`src/rtl/cssc_defs.vh`:
```
// Purpose: constants for the clock switch and power save controller
// Assumes: 16-bit register port, word addressed
// Notes:   unlock keys and start-up length are module parameters
// Behaviour
// - request with new equal to current clears request and aborts
// - valid switch start clears lock flag bit 5 and fail flag bit 3
// - enable new oscillator if off; crystal waits for start-up timer (code skips it for primary with PLL while the PLL is already enabled)
// - PLL source waits until lock flag reads one
// - count 10 new-clock cycles before changing system clock
// - success clears request and copies new selection to current
// - old source off, except needed low-power RC and enabled secondary
// - processor keeps running during the switch sequence
// - monitor enabled keeps low-power RC running except in sleep
// - oscillator failure raises trap and moves system clock to fast RC
// - failure while PLL in use falls back to fast RC with PLL
// - power-save operand selects sleep or idle
// - sleep stops clocks, oscillators, clocked peripherals and monitoring
// - sleep keeps low-power RC running while watchdog is enabled
// - watchdog counter cleared on entering sleep and idle
// - wake on enabled interrupt, reset or watchdog time-out
// - wake from sleep restarts on the source active at entry (code lets a switch in flight at entry finish during sleep and change it)
// - idle stops CPU, system clock and peripherals keep running
// - idle keeps low-power RC while watchdog or monitor enabled
// - idle wake reapplies CPU clock at once
// - three-bit source encoding 000 to 111
// - switching disabled: ignore new selection, request held at zero
// - interrupt during power-save entry held off, then wakes
`ifndef CSSC_DEFS_VH
`define CSSC_DEFS_VH

// ==========================================================
// register addresses
`define CSSC_ADDR_CTRL     4'h0
`define CSSC_ADDR_KEY_HI   4'h1
`define CSSC_ADDR_KEY_LO   4'h2
`define CSSC_ADDR_STATUS   4'h3

// ==========================================================
// control register fields
`define CSSC_CUR_HI        14
`define CSSC_CUR_LO        12
`define CSSC_NEW_HI        10
`define CSSC_NEW_LO        8
`define CSSC_LOCK_BIT      5
`define CSSC_CF_BIT        3
`define CSSC_SECEN_BIT     1
`define CSSC_REQ_BIT       0

// ==========================================================
// source encodings
`define CSSC_SRC_FRC       3'h0
`define CSSC_SRC_FAST_RC_WITH_PLL    3'h1
`define CSSC_SRC_PRI       3'h2
`define CSSC_SRC_PRIPLL    3'h3
`define CSSC_SRC_SEC       3'h4
`define CSSC_SRC_LOW_POWER_RC_OSC      3'h5
`define CSSC_SRC_FRCDIV16  3'h6
`define CSSC_SRC_FRCDIVN   3'h7

// ==========================================================
// oscillator enable vector bits
`define CSSC_EN_FRC        0
`define CSSC_EN_PRI        1
`define CSSC_EN_SEC        2
`define CSSC_EN_LOW_POWER_RC_OSC       3
`define CSSC_EN_PLL        4

// ==========================================================
// timing and defaults
`define CSSC_SETTLE_CYC    4'hA
`define CSSC_OST_CYC       1024
`define CSSC_KEY1          8'h5A
`define CSSC_KEY2          8'hC3
`define CSSC_OP_SLEEP      1'b0

`endif

```
`src/rtl/cssc_top.v`:
```
// Purpose: clock source switching, failsafe fallback, sleep and idle control
// Assumes: all inputs synchronous to clk_in; new_clk_tick_in pulses once
//          per cycle of the source being brought up
// Notes:   oscillators and clock gates are driven by enable outputs only
//
// Local design decisions: the register offsets and the strobed register port.
`timescale 1ns/10ps
`include "cssc_defs.vh"

// ==========================================================
// key pair unlock: opens a one-write window
module cssc_unlock #(
	parameter [7:0] KEY1 = `CSSC_KEY1,
	parameter [7:0] KEY2 = `CSSC_KEY2
) (
	// clock and reset
	input  wire       clk_in,
	input  wire       sys_rst_in,
	// bus view
	input  wire       key_wr_in,
	input  wire       any_wr_in,
	input  wire [7:0] key_in,
	input  wire       consume_in,
	// window
	output reg        open_out
);
	reg stage_r;

	// second key must be the very next bus write
	always @(posedge clk_in or posedge sys_rst_in) begin
		if (sys_rst_in) begin
			stage_r  <= 1'b0;
			open_out <= 1'b0;
		end else begin
			if (key_wr_in && stage_r && key_in == KEY2) begin
				open_out <= 1'b1;
				stage_r  <= 1'b0;
			end else if (consume_in) begin
				open_out <= 1'b0; // single write only
				stage_r  <= 1'b0;
			end else if (any_wr_in) begin
				stage_r  <= key_wr_in && key_in == KEY1;
			end
		end
	end
endmodule // cssc_unlock

// ==========================================================
module cssc_top #(
	parameter [7:0] KEY1    = `CSSC_KEY1,
	parameter [7:0] KEY2    = `CSSC_KEY2,
	parameter       OST_CYC = `CSSC_OST_CYC
) (
	// clock and reset
	input  wire        clk_in,
	input  wire        sys_rst_in,
	// register port
	input  wire [3:0]  addr_in,
	input  wire [15:0] wdata_in,
	input  wire        wr_in,
	input  wire        rd_in,
	output reg  [15:0] rdata_out,
	// configuration
	input  wire        switch_monitor_config_bit_in,
	input  wire [2:0]  initial_source_config_in,
	input  wire        wdt_enable_in,
	// oscillator status
	input  wire        new_clk_tick_in,
	input  wire        pll_lock_in,
	input  wire        osc_fail_in,
	// core events
	input  wire        power_save_exec_in,
	input  wire        power_save_op_in,
	input  wire        irq_in,
	input  wire        wdt_timeout_in,
	// clock controls
	output reg  [2:0]  sys_src_sel_out,
	output reg  [4:0]  osc_enable_out,
	output reg         cpu_clk_en_out,
	output reg         periph_clk_en_out,
	output reg         switch_busy_out,
	// events and modes
	output reg         clock_fail_trap_out,
	output reg         wdt_clear_out,
	output reg         sleep_out,
	output reg         idle_out,
	output reg         wake_out
);
	// switch states
	localparam [4:0] S_IDLE = 5'h01;
	localparam [4:0] S_OST  = 5'h02;
	localparam [4:0] S_PLL  = 5'h04;
	localparam [4:0] S_CNT  = 5'h08;
	localparam [4:0] S_DONE = 5'h10;
	// power states
	localparam [2:0] P_RUN   = 3'h1;
	localparam [2:0] P_SLEEP = 3'h2;
	localparam [2:0] P_IDLE  = 3'h4;

	reg  [4:0]  sw_state_r;
	reg  [2:0]  pw_state_r;
	reg  [2:0]  cur_r;
	reg  [2:0]  new_r;
	reg  [2:0]  tgt_r;
	reg         req_r;
	reg         lock_r;
	reg         cf_r;
	reg         sec_en_r;
	reg  [4:0]  osc_en_r;
	reg  [10:0] cnt_r;
	reg         init_done_r;
	reg         irq_held_r;
	wire        hi_open;
	wire        lo_open;
	wire        ctrl_wr;
	wire        sw_enabled;
	wire        in_sleep;
	wire [4:0]  keep_mask;
	wire [4:0]  need_new;
	wire        start_ok;
	wire        fail_evt;
	wire        wake_evt;

	// one config bit gates both switching and monitoring
	assign sw_enabled = ~switch_monitor_config_bit_in;
	assign ctrl_wr    = wr_in && addr_in == `CSSC_ADDR_CTRL;
	assign in_sleep   = pw_state_r == P_SLEEP;

	// oscillators a given source needs
	function [4:0] need_mask;
		input [2:0] sel;
		begin
			need_mask = 5'h00;
			case (sel)
			`CSSC_SRC_FAST_RC_WITH_PLL: begin
				need_mask[`CSSC_EN_FRC] = 1'b1;
				need_mask[`CSSC_EN_PLL] = 1'b1;
			end
			`CSSC_SRC_PRI: need_mask[`CSSC_EN_PRI] = 1'b1;
			`CSSC_SRC_PRIPLL: begin
				need_mask[`CSSC_EN_PRI] = 1'b1;
				need_mask[`CSSC_EN_PLL] = 1'b1;
			end
			`CSSC_SRC_SEC:  need_mask[`CSSC_EN_SEC] = 1'b1;
			`CSSC_SRC_LOW_POWER_RC_OSC: need_mask[`CSSC_EN_LOW_POWER_RC_OSC] = 1'b1;
			default:        need_mask[`CSSC_EN_FRC] = 1'b1;
			endcase
		end
	endfunction

	// crystal sources need the start-up timer
	function is_xtal;
		input [2:0] sel;
		begin
			is_xtal = sel == `CSSC_SRC_PRI || sel == `CSSC_SRC_PRIPLL ||
				sel == `CSSC_SRC_SEC;
		end
	endfunction

	// oscillators that survive a switch
	assign keep_mask = {1'b0, (wdt_enable_in | sw_enabled),
		sec_en_r, 2'b00};
	assign need_new  = need_mask(tgt_r);
	// processor is not stalled; the switch runs beside it
	assign start_ok  = init_done_r && sw_state_r == S_IDLE && req_r &&
		!in_sleep;
	assign fail_evt  = sw_enabled && !in_sleep && osc_fail_in;
	assign wake_evt  = irq_in | wdt_timeout_in | irq_held_r;

	// ==========================================================
	// control byte unlock windows
	cssc_unlock #(
		.KEY1 (KEY1),
		.KEY2 (KEY2)
	) u_unlock_hi (
		.clk_in     (clk_in),
		.sys_rst_in (sys_rst_in),
		.key_wr_in  (wr_in && addr_in == `CSSC_ADDR_KEY_HI),
		.any_wr_in  (wr_in),
		.key_in     (wdata_in[7:0]),
		.consume_in (ctrl_wr),
		.open_out   (hi_open)
	);

	cssc_unlock #(
		.KEY1 (KEY1),
		.KEY2 (KEY2)
	) u_unlock_lo (
		.clk_in     (clk_in),
		.sys_rst_in (sys_rst_in),
		.key_wr_in  (wr_in && addr_in == `CSSC_ADDR_KEY_LO),
		.any_wr_in  (wr_in),
		.key_in     (wdata_in[7:0]),
		.consume_in (ctrl_wr),
		.open_out   (lo_open)
	);

	// ==========================================================
	// switch sequencer and control register
	always @(posedge clk_in or posedge sys_rst_in) begin
		if (sys_rst_in) begin
			sw_state_r          <= S_IDLE;
			cur_r               <= `CSSC_SRC_FRC;
			new_r               <= `CSSC_SRC_FRC;
			tgt_r               <= `CSSC_SRC_FRC;
			req_r               <= 1'b0;
			lock_r              <= 1'b0;
			cf_r                <= 1'b0;
			sec_en_r            <= 1'b0;
			osc_en_r            <= 5'h01;
			cnt_r               <= 11'h000;
			init_done_r         <= 1'b0;
			clock_fail_trap_out <= 1'b0;
		end else begin
			clock_fail_trap_out <= 1'b0;
			// default source caught after reset release
			if (!init_done_r) begin
				init_done_r <= 1'b1;
				cur_r       <= initial_source_config_in;
				new_r       <= initial_source_config_in;
				osc_en_r    <= need_mask(initial_source_config_in);
			end
			case (sw_state_r)
			S_IDLE: begin
				if (start_ok && new_r == cur_r) begin
					req_r <= 1'b0; // redundant, abort
				end else if (start_ok) begin
					lock_r   <= 1'b0;
					cf_r     <= 1'b0;
					tgt_r    <= new_r;
					cnt_r    <= 11'h000;
					osc_en_r <= osc_en_r | need_mask(new_r);
					if (is_xtal(new_r) &&
						(osc_en_r & need_mask(new_r)) == 5'h00) begin
						sw_state_r <= S_OST;
					end else begin
						sw_state_r <= S_PLL;
					end
				end
			end
			S_OST: begin
				// counted in ticks of the crystal itself
				if (new_clk_tick_in) begin
					cnt_r <= cnt_r + 11'h001;
				end
				if (cnt_r == OST_CYC[10:0]) begin
					cnt_r      <= 11'h000;
					sw_state_r <= S_PLL;
				end
			end
			S_PLL: begin
				if (!need_new[`CSSC_EN_PLL] || lock_r) begin
					sw_state_r <= S_CNT;
				end
			end
			S_CNT: begin
				if (new_clk_tick_in) begin
					cnt_r <= cnt_r + 11'h001;
				end
				if (cnt_r == {7'h00, `CSSC_SETTLE_CYC}) begin
					sw_state_r <= S_DONE;
				end
			end
			S_DONE: begin
				cur_r      <= tgt_r;
				req_r      <= 1'b0;
				osc_en_r   <= need_new | keep_mask;
				sw_state_r <= S_IDLE;
			end
			default: sw_state_r <= S_IDLE;
			endcase
			// failure overrides any switch in flight
			if (fail_evt && init_done_r) begin
				clock_fail_trap_out <= 1'b1;
				sw_state_r          <= S_IDLE;
				req_r               <= 1'b0;
				if (osc_en_r[`CSSC_EN_PLL]) begin
					cur_r    <= `CSSC_SRC_FAST_RC_WITH_PLL;
					osc_en_r <= need_mask(`CSSC_SRC_FAST_RC_WITH_PLL) | keep_mask;
				end else begin
					cur_r    <= `CSSC_SRC_FRC;
					osc_en_r <= need_mask(`CSSC_SRC_FRC) | keep_mask;
				end
			end
			// software side of the control register
			if (ctrl_wr && hi_open && sw_enabled) begin
				new_r <= wdata_in[`CSSC_NEW_HI:`CSSC_NEW_LO];
			end
			if (ctrl_wr && lo_open) begin
				sec_en_r <= wdata_in[`CSSC_SECEN_BIT];
				if (!wdata_in[`CSSC_CF_BIT]) begin
					cf_r <= 1'b0;
				end
				if (wdata_in[`CSSC_REQ_BIT] && sw_enabled) begin
					req_r <= 1'b1;
				end
			end
			if (!sw_enabled) begin
				req_r <= 1'b0; // held low
			end
			// hardware sets win over every clear
			if (pll_lock_in && osc_en_r[`CSSC_EN_PLL]) begin
				lock_r <= 1'b1;
			end else if (!osc_en_r[`CSSC_EN_PLL]) begin
				lock_r <= 1'b0; // reads zero while the pll is off
			end
			if (fail_evt) begin
				cf_r <= 1'b1;
			end
		end
	end

	// ==========================================================
	// sleep and idle
	always @(posedge clk_in or posedge sys_rst_in) begin
		if (sys_rst_in) begin
			pw_state_r    <= P_RUN;
			irq_held_r    <= 1'b0;
			wdt_clear_out <= 1'b0;
			wake_out      <= 1'b0;
		end else begin
			wdt_clear_out <= 1'b0;
			wake_out      <= 1'b0;
			case (pw_state_r)
			P_RUN: begin
				if (power_save_exec_in) begin
					wdt_clear_out <= 1'b1;
					irq_held_r    <= irq_in; // held off
					if (power_save_op_in == `CSSC_OP_SLEEP) begin
						pw_state_r <= P_SLEEP;
					end else begin
						pw_state_r <= P_IDLE;
					end
				end
			end
			P_SLEEP, P_IDLE: begin
				if (wake_evt) begin
					// cur_r changes in sleep only when a switch already in flight reaches S_DONE
					pw_state_r <= P_RUN;
					irq_held_r <= 1'b0;
					wake_out   <= 1'b1;
				end
			end
			default: pw_state_r <= P_RUN;
			endcase
		end
	end

	// ==========================================================
	// registered clock controls and read port
	always @(posedge clk_in or posedge sys_rst_in) begin
		if (sys_rst_in) begin
			sys_src_sel_out   <= `CSSC_SRC_FRC;
			osc_enable_out    <= 5'h01;
			cpu_clk_en_out    <= 1'b1;
			periph_clk_en_out <= 1'b1;
			switch_busy_out   <= 1'b0;
			sleep_out         <= 1'b0;
			idle_out          <= 1'b0;
			rdata_out         <= 16'h0000;
		end else begin
			sys_src_sel_out   <= cur_r;
			switch_busy_out   <= sw_state_r != S_IDLE;
			sleep_out         <= in_sleep;
			idle_out          <= pw_state_r == P_IDLE;
			cpu_clk_en_out    <= pw_state_r == P_RUN;
			periph_clk_en_out <= !in_sleep;
			if (in_sleep) begin
				// all oscillators stop, watchdog RC excepted
				osc_enable_out <= {1'b0, wdt_enable_in, 3'h0};
			end else begin
				osc_enable_out <= osc_en_r | keep_mask;
			end
			rdata_out <= 16'h0000;
			if (rd_in && addr_in == `CSSC_ADDR_CTRL) begin
				rdata_out[`CSSC_CUR_HI:`CSSC_CUR_LO] <= cur_r;
				rdata_out[`CSSC_NEW_HI:`CSSC_NEW_LO] <= new_r;
				rdata_out[`CSSC_LOCK_BIT]            <= lock_r;
				rdata_out[`CSSC_CF_BIT]              <= cf_r;
				rdata_out[`CSSC_SECEN_BIT]           <= sec_en_r;
				rdata_out[`CSSC_REQ_BIT]             <= req_r;
			end else if (rd_in && addr_in == `CSSC_ADDR_STATUS) begin
				rdata_out <= {3'h0, pw_state_r, 3'h0, sw_state_r, osc_en_r[1:0]};
			end
		end
	end
endmodule // cssc_top

```
`config.mk`:
```
export PLATFORM = sky130hd
export DESIGN_NAME = cssc_top
export DESIGN_NICKNAME = d
export VERILOG_FILES = /design/src/rtl/cssc_top.v
export VERILOG_INCLUDE_DIRS = /design/src /design/src/rtl
export SDC_FILE = /design/constraint.sdc
export NUM_CORES = 1
export LEC_CHECK = 0
export ABC_CLOCK_PERIOD_IN_PS = 5250
export BUFFER_PORTS_ARGS = -buffer_cell sky130_fd_sc_hd__buf_2
export CAP_MARGIN = 30
export CORE_ASPECT_RATIO = 1.4
export CORE_MARGIN = 3
export CORE_UTILIZATION = 30
export CTS_BUF_LIST = sky130_fd_sc_hd__clkbuf_16
export CTS_CLUSTER_DIAMETER = 50
export DETAILED_ROUTE_END_ITERATION = 6
export PLACE_DENSITY = 0.58
export SYNTH_ARGS = -nofsm -noshare
export SYNTH_HDL_FRONTEND = slang
export SYNTH_HIERARCHICAL = 1
export SYNTH_SLANG_ARGS = --single-unit
```
`constraint.sdc`:
```
create_clock -name clk_in -period 5.25 [get_ports clk_in]
set_input_delay 0.2625 -clock clk_in [delete_from_list [all_inputs] [get_ports clk_in]]
set_output_delay 0.2625 -clock clk_in [all_outputs]
set_load 0.02 [all_outputs]
```
==> run metrics <==
hold_sp switch_monitor_config_bit_in; Iteration-0 DRC Markers ~120; R2R depth 5; remaining global-route overflow 0; capture point of the worst reg-to-reg path osc_en_r[3]$_DFF_PP0_; via/cell ratio 5.222; Area contributors post-synth dfrtp_1, dfstp_2, o21ai_0, nand2_1, a21oi_1; worst-path fanout max 12; P_leak between 2 and 2.5 nW; critical path arrival 2.65 ns; antenna violations before repair 0; fin crit period approximately 2.4 ns; slowest stage delay, CP 0.56 ns; Detailed Place HPWL 6713 um; R2R Setup Slk 2.81 ns; vias in the first global route 2966; synthesis-stage register bit count 73; worst-case hold path end point req_r$_DFF_PP0_; Max-slew headroom approximately two fifths; Startpoint Class flip-flop; crit path cell chain or3b_1, and3_4, nand3_1, mux2_1, a221o_1; Synth top cells by count dfrtp_1, nand2_1, nor2_1, o21ai_0, a21oi_1; RSZ-0062 raised after global routing false; period utilization 46.51%; Synth Cell Area 0.003699 mm^2; Die Span Y 137.4 um; Setup Buffers After CTS 0; CTS buffer count 9; f_max approximately 0.41 GHz; setup TNS 0 ns; NetSw 601.0 uW; Max Root-Sink Buffers 2; Worst setup EP type flip-flop; Fin Clk Skew ~0.0067 ns; Primary FF master, synth dfrtp_1; fin util 36.80%; hold slack a little over 0.1 ns; Layout area overhead 18.78%; Horiz. Die Dim 99.84 um; DRC Markers 0; final WL 9138 um; largest area contributor in the netlist dfrtp_1; Worst VDD drop 0.1736 mV; dpl ws 2.800 ns; WHS Path Cells 2; First-pass DRT Iterations 4; switching share of power 32.81%; first-pass GRT wire length 14950 um; Worst EP required approximately 5.5 ns; Syn Area/Cell 10.13 um^2; port bufs 60; Max Cap Violations 0; Yosys Warn Count 6; post-synthesis sequential area ratio 49.59%; actual slew at the worst max-slew pin 0.9257 ns; post-synth top area share 45.33%; Finished Layout Cells 571; Slowest cell on crit path or3b_1; routed via count 2982; combinational share of power between 20% and 30%; final setup vio count 0; top-count cell post-synth dfrtp_1; insertion delay to the later sink of the worst-skew pair around 0.33 ns; Antenna Nets Post-Route 0; CTS HTree Levels 3; Row Count 47; post-synth cell types 65; Clk Tree Root Cell clkbuf_16; Clock Sinks 73; Cell Int Power roughly 1.2 mW; core region area 0.01194 mm^2; antenna cell count 0; Reg-to-Reg Start pw_state_r[2]$_DFFE_PP0P_; CTS tree yes; Tot GR Track Use 13.97%; status complete, no violations; WS Path Type reg2reg; slack of the critical path roughly 2.8 ns; fin. max-slew vios 0; Starting Density just over 30%; io pins 68; Clock power frac 34.5%; nets@finish 459; largest net degree at the start of global routing 70; RD Place Congestion 0.8889; Final Hold Fails 0; placed cell count 555; post-cts repair resize count 0; Hold Crit Class in2reg; share of cells above drive strength 1 ~25%; Seq pwr share ~40%; die area 0.01372 mm^2; pwr dens approximately 420 mW/mm^2; CTS Hold Bufs 1; asr flop ratio synth 100.0%; routed wire length per instance 16.00 um; Cells after Synth 365; Clock Pin Slew Worst Setup and Hold Paths ~0.05 ns; EDFF count, synth 0
[cell type report]
class / instances / area, um^2
Clock buffer: 9 / 225.2
Clock inverter: 6 / 83.83
Fill cell: 1240 / 7545
Inverter: 16 / 60.06
Multi-Input combinational cell: 256 / 1675
Sequential cell: 73 / 1834
Tap cell: 147 / 183.9
Timing Repair Buffer: 64 / 330.3
[cells by family after synthesis]
kind of cell	count (synthesis)	share of synthesized area [%]
xor+xnor	7	1.658
buf+inv	37	5.209
simple gates	149	23.82
flops	73	49.59
compound gates	90	17.36
other cells	2	0.2031
fa+ha+maj	3	1.015
mux	4	1.150
[power groups by stage]
stage / Clock (mW) / Combinational (mW) / Sequential, mW
after floorplan: 0 / 0.341 / 0.745
after global placement: 0 / 0.457 / 0.745
after detailed placement: 0 / 0.461 / 0.747
after CTS: 0.652 / 0.465 / 0.738
after global routing: 0.674 / 0.516 / 0.750
final: 0.633 / 0.461 / 0.738
[worst max-delay path: cells and delay by family, from the launching register on]
kind / cells / cell delay (ns)
AO/OA/AOI/OAI: 1 / 0.29
flip-flops: 1 / 0.46
AND/OR/NAND/NOR: 3 / 1.21
multiplexers: 1 / 0.36
[cell usage in the layout, fill, tap and decap left out, types with 4 or more instances in the layout]
| master | Yosys | final |
|---|---|---|
| o21ai_0 | 22 | 22 |
| nand3_1 | 14 | 14 |
| a41oi_1 | 7 | 7 |
| and2_1 | 9 | 9 |
| xnor2_1 | 4 | 4 |
| clkbuf_16 | 0 | 9 |
| buf_2 | 7 | 61 |
| a31oi_1 | 9 | 9 |
| nor4b_1 | 5 | 5 |
| a22o_1 | 6 | 6 |
| or3_1 | 5 | 5 |
| and3_1 | 7 | 7 |
| dfstp_2 | 6 | 6 |
| nand2_1 | 27 | 27 |
| nor3_1 | 13 | 13 |
| inv_1 | 16 | 15 |
| and4bb_1 | 6 | 6 |
| nor3b_1 | 6 | 6 |
| nand4_1 | 4 | 4 |
| nand2b_1 | 6 | 6 |
| nor2_1 | 22 | 22 |
| dfrtp_1 | 67 | 67 |
| and2_2 | 4 | 4 |
| a21oi_1 | 18 | 18 |
[metal layers]
| layer | share of wire [%] | track usage (%) |
|---|---|---|
| met5 | 0 | 0 |
| met4 | 0.89 | 5.543 |
| met3 | 4.2 | 3.040 |
| met2 | 53 | 24.57 |
| met1 | 42 | 16.43 |
[stage by stage]
stage	cell area (um^2)	total power, mW
after floorplan	3702	1.086
after global placement	4069	1.202
after detailed placement	4074	1.208
after CTS	4393	1.855
after global routing	4393	1.940
final	4393	1.832
[state kept, by name, summed over array words and instances (netlist names), 3 cells and up]
register,flops
cnt_r,11
sw_state_r,5
pw_state_r,3
new_r,3
sys_src_sel_out,3
tgt_r,3
osc_en_r,5
rdata_out,14
cur_r,3
osc_enable_out,5
[worst max-delay path by stage]
stage	to	from	slack, ns
2_1_floorplan	osc_en_r[3]$_DFF_PP0_	pw_state_r[2]$_DFFE_PP0P_	3.17
3_3_place_gp	osc_en_r[3]$_DFF_PP0_	pw_state_r[2]$_DFFE_PP0P_	2.81
3_5_place_dp	osc_en_r[3]$_DFF_PP0_	pw_state_r[2]$_DFFE_PP0P_	2.80
4_1_cts	osc_en_r[3]$_DFF_PP0_	pw_state_r[2]$_DFFE_PP0P_	2.79
5_1_grt	osc_en_r[3]$_DFF_PP0_	sw_state_r[2]$_DFFE_PP0P_	2.66
6_report	osc_en_r[3]$_DFF_PP0_	pw_state_r[2]$_DFFE_PP0P_	2.81
Power figures use the tool's default switching activity.
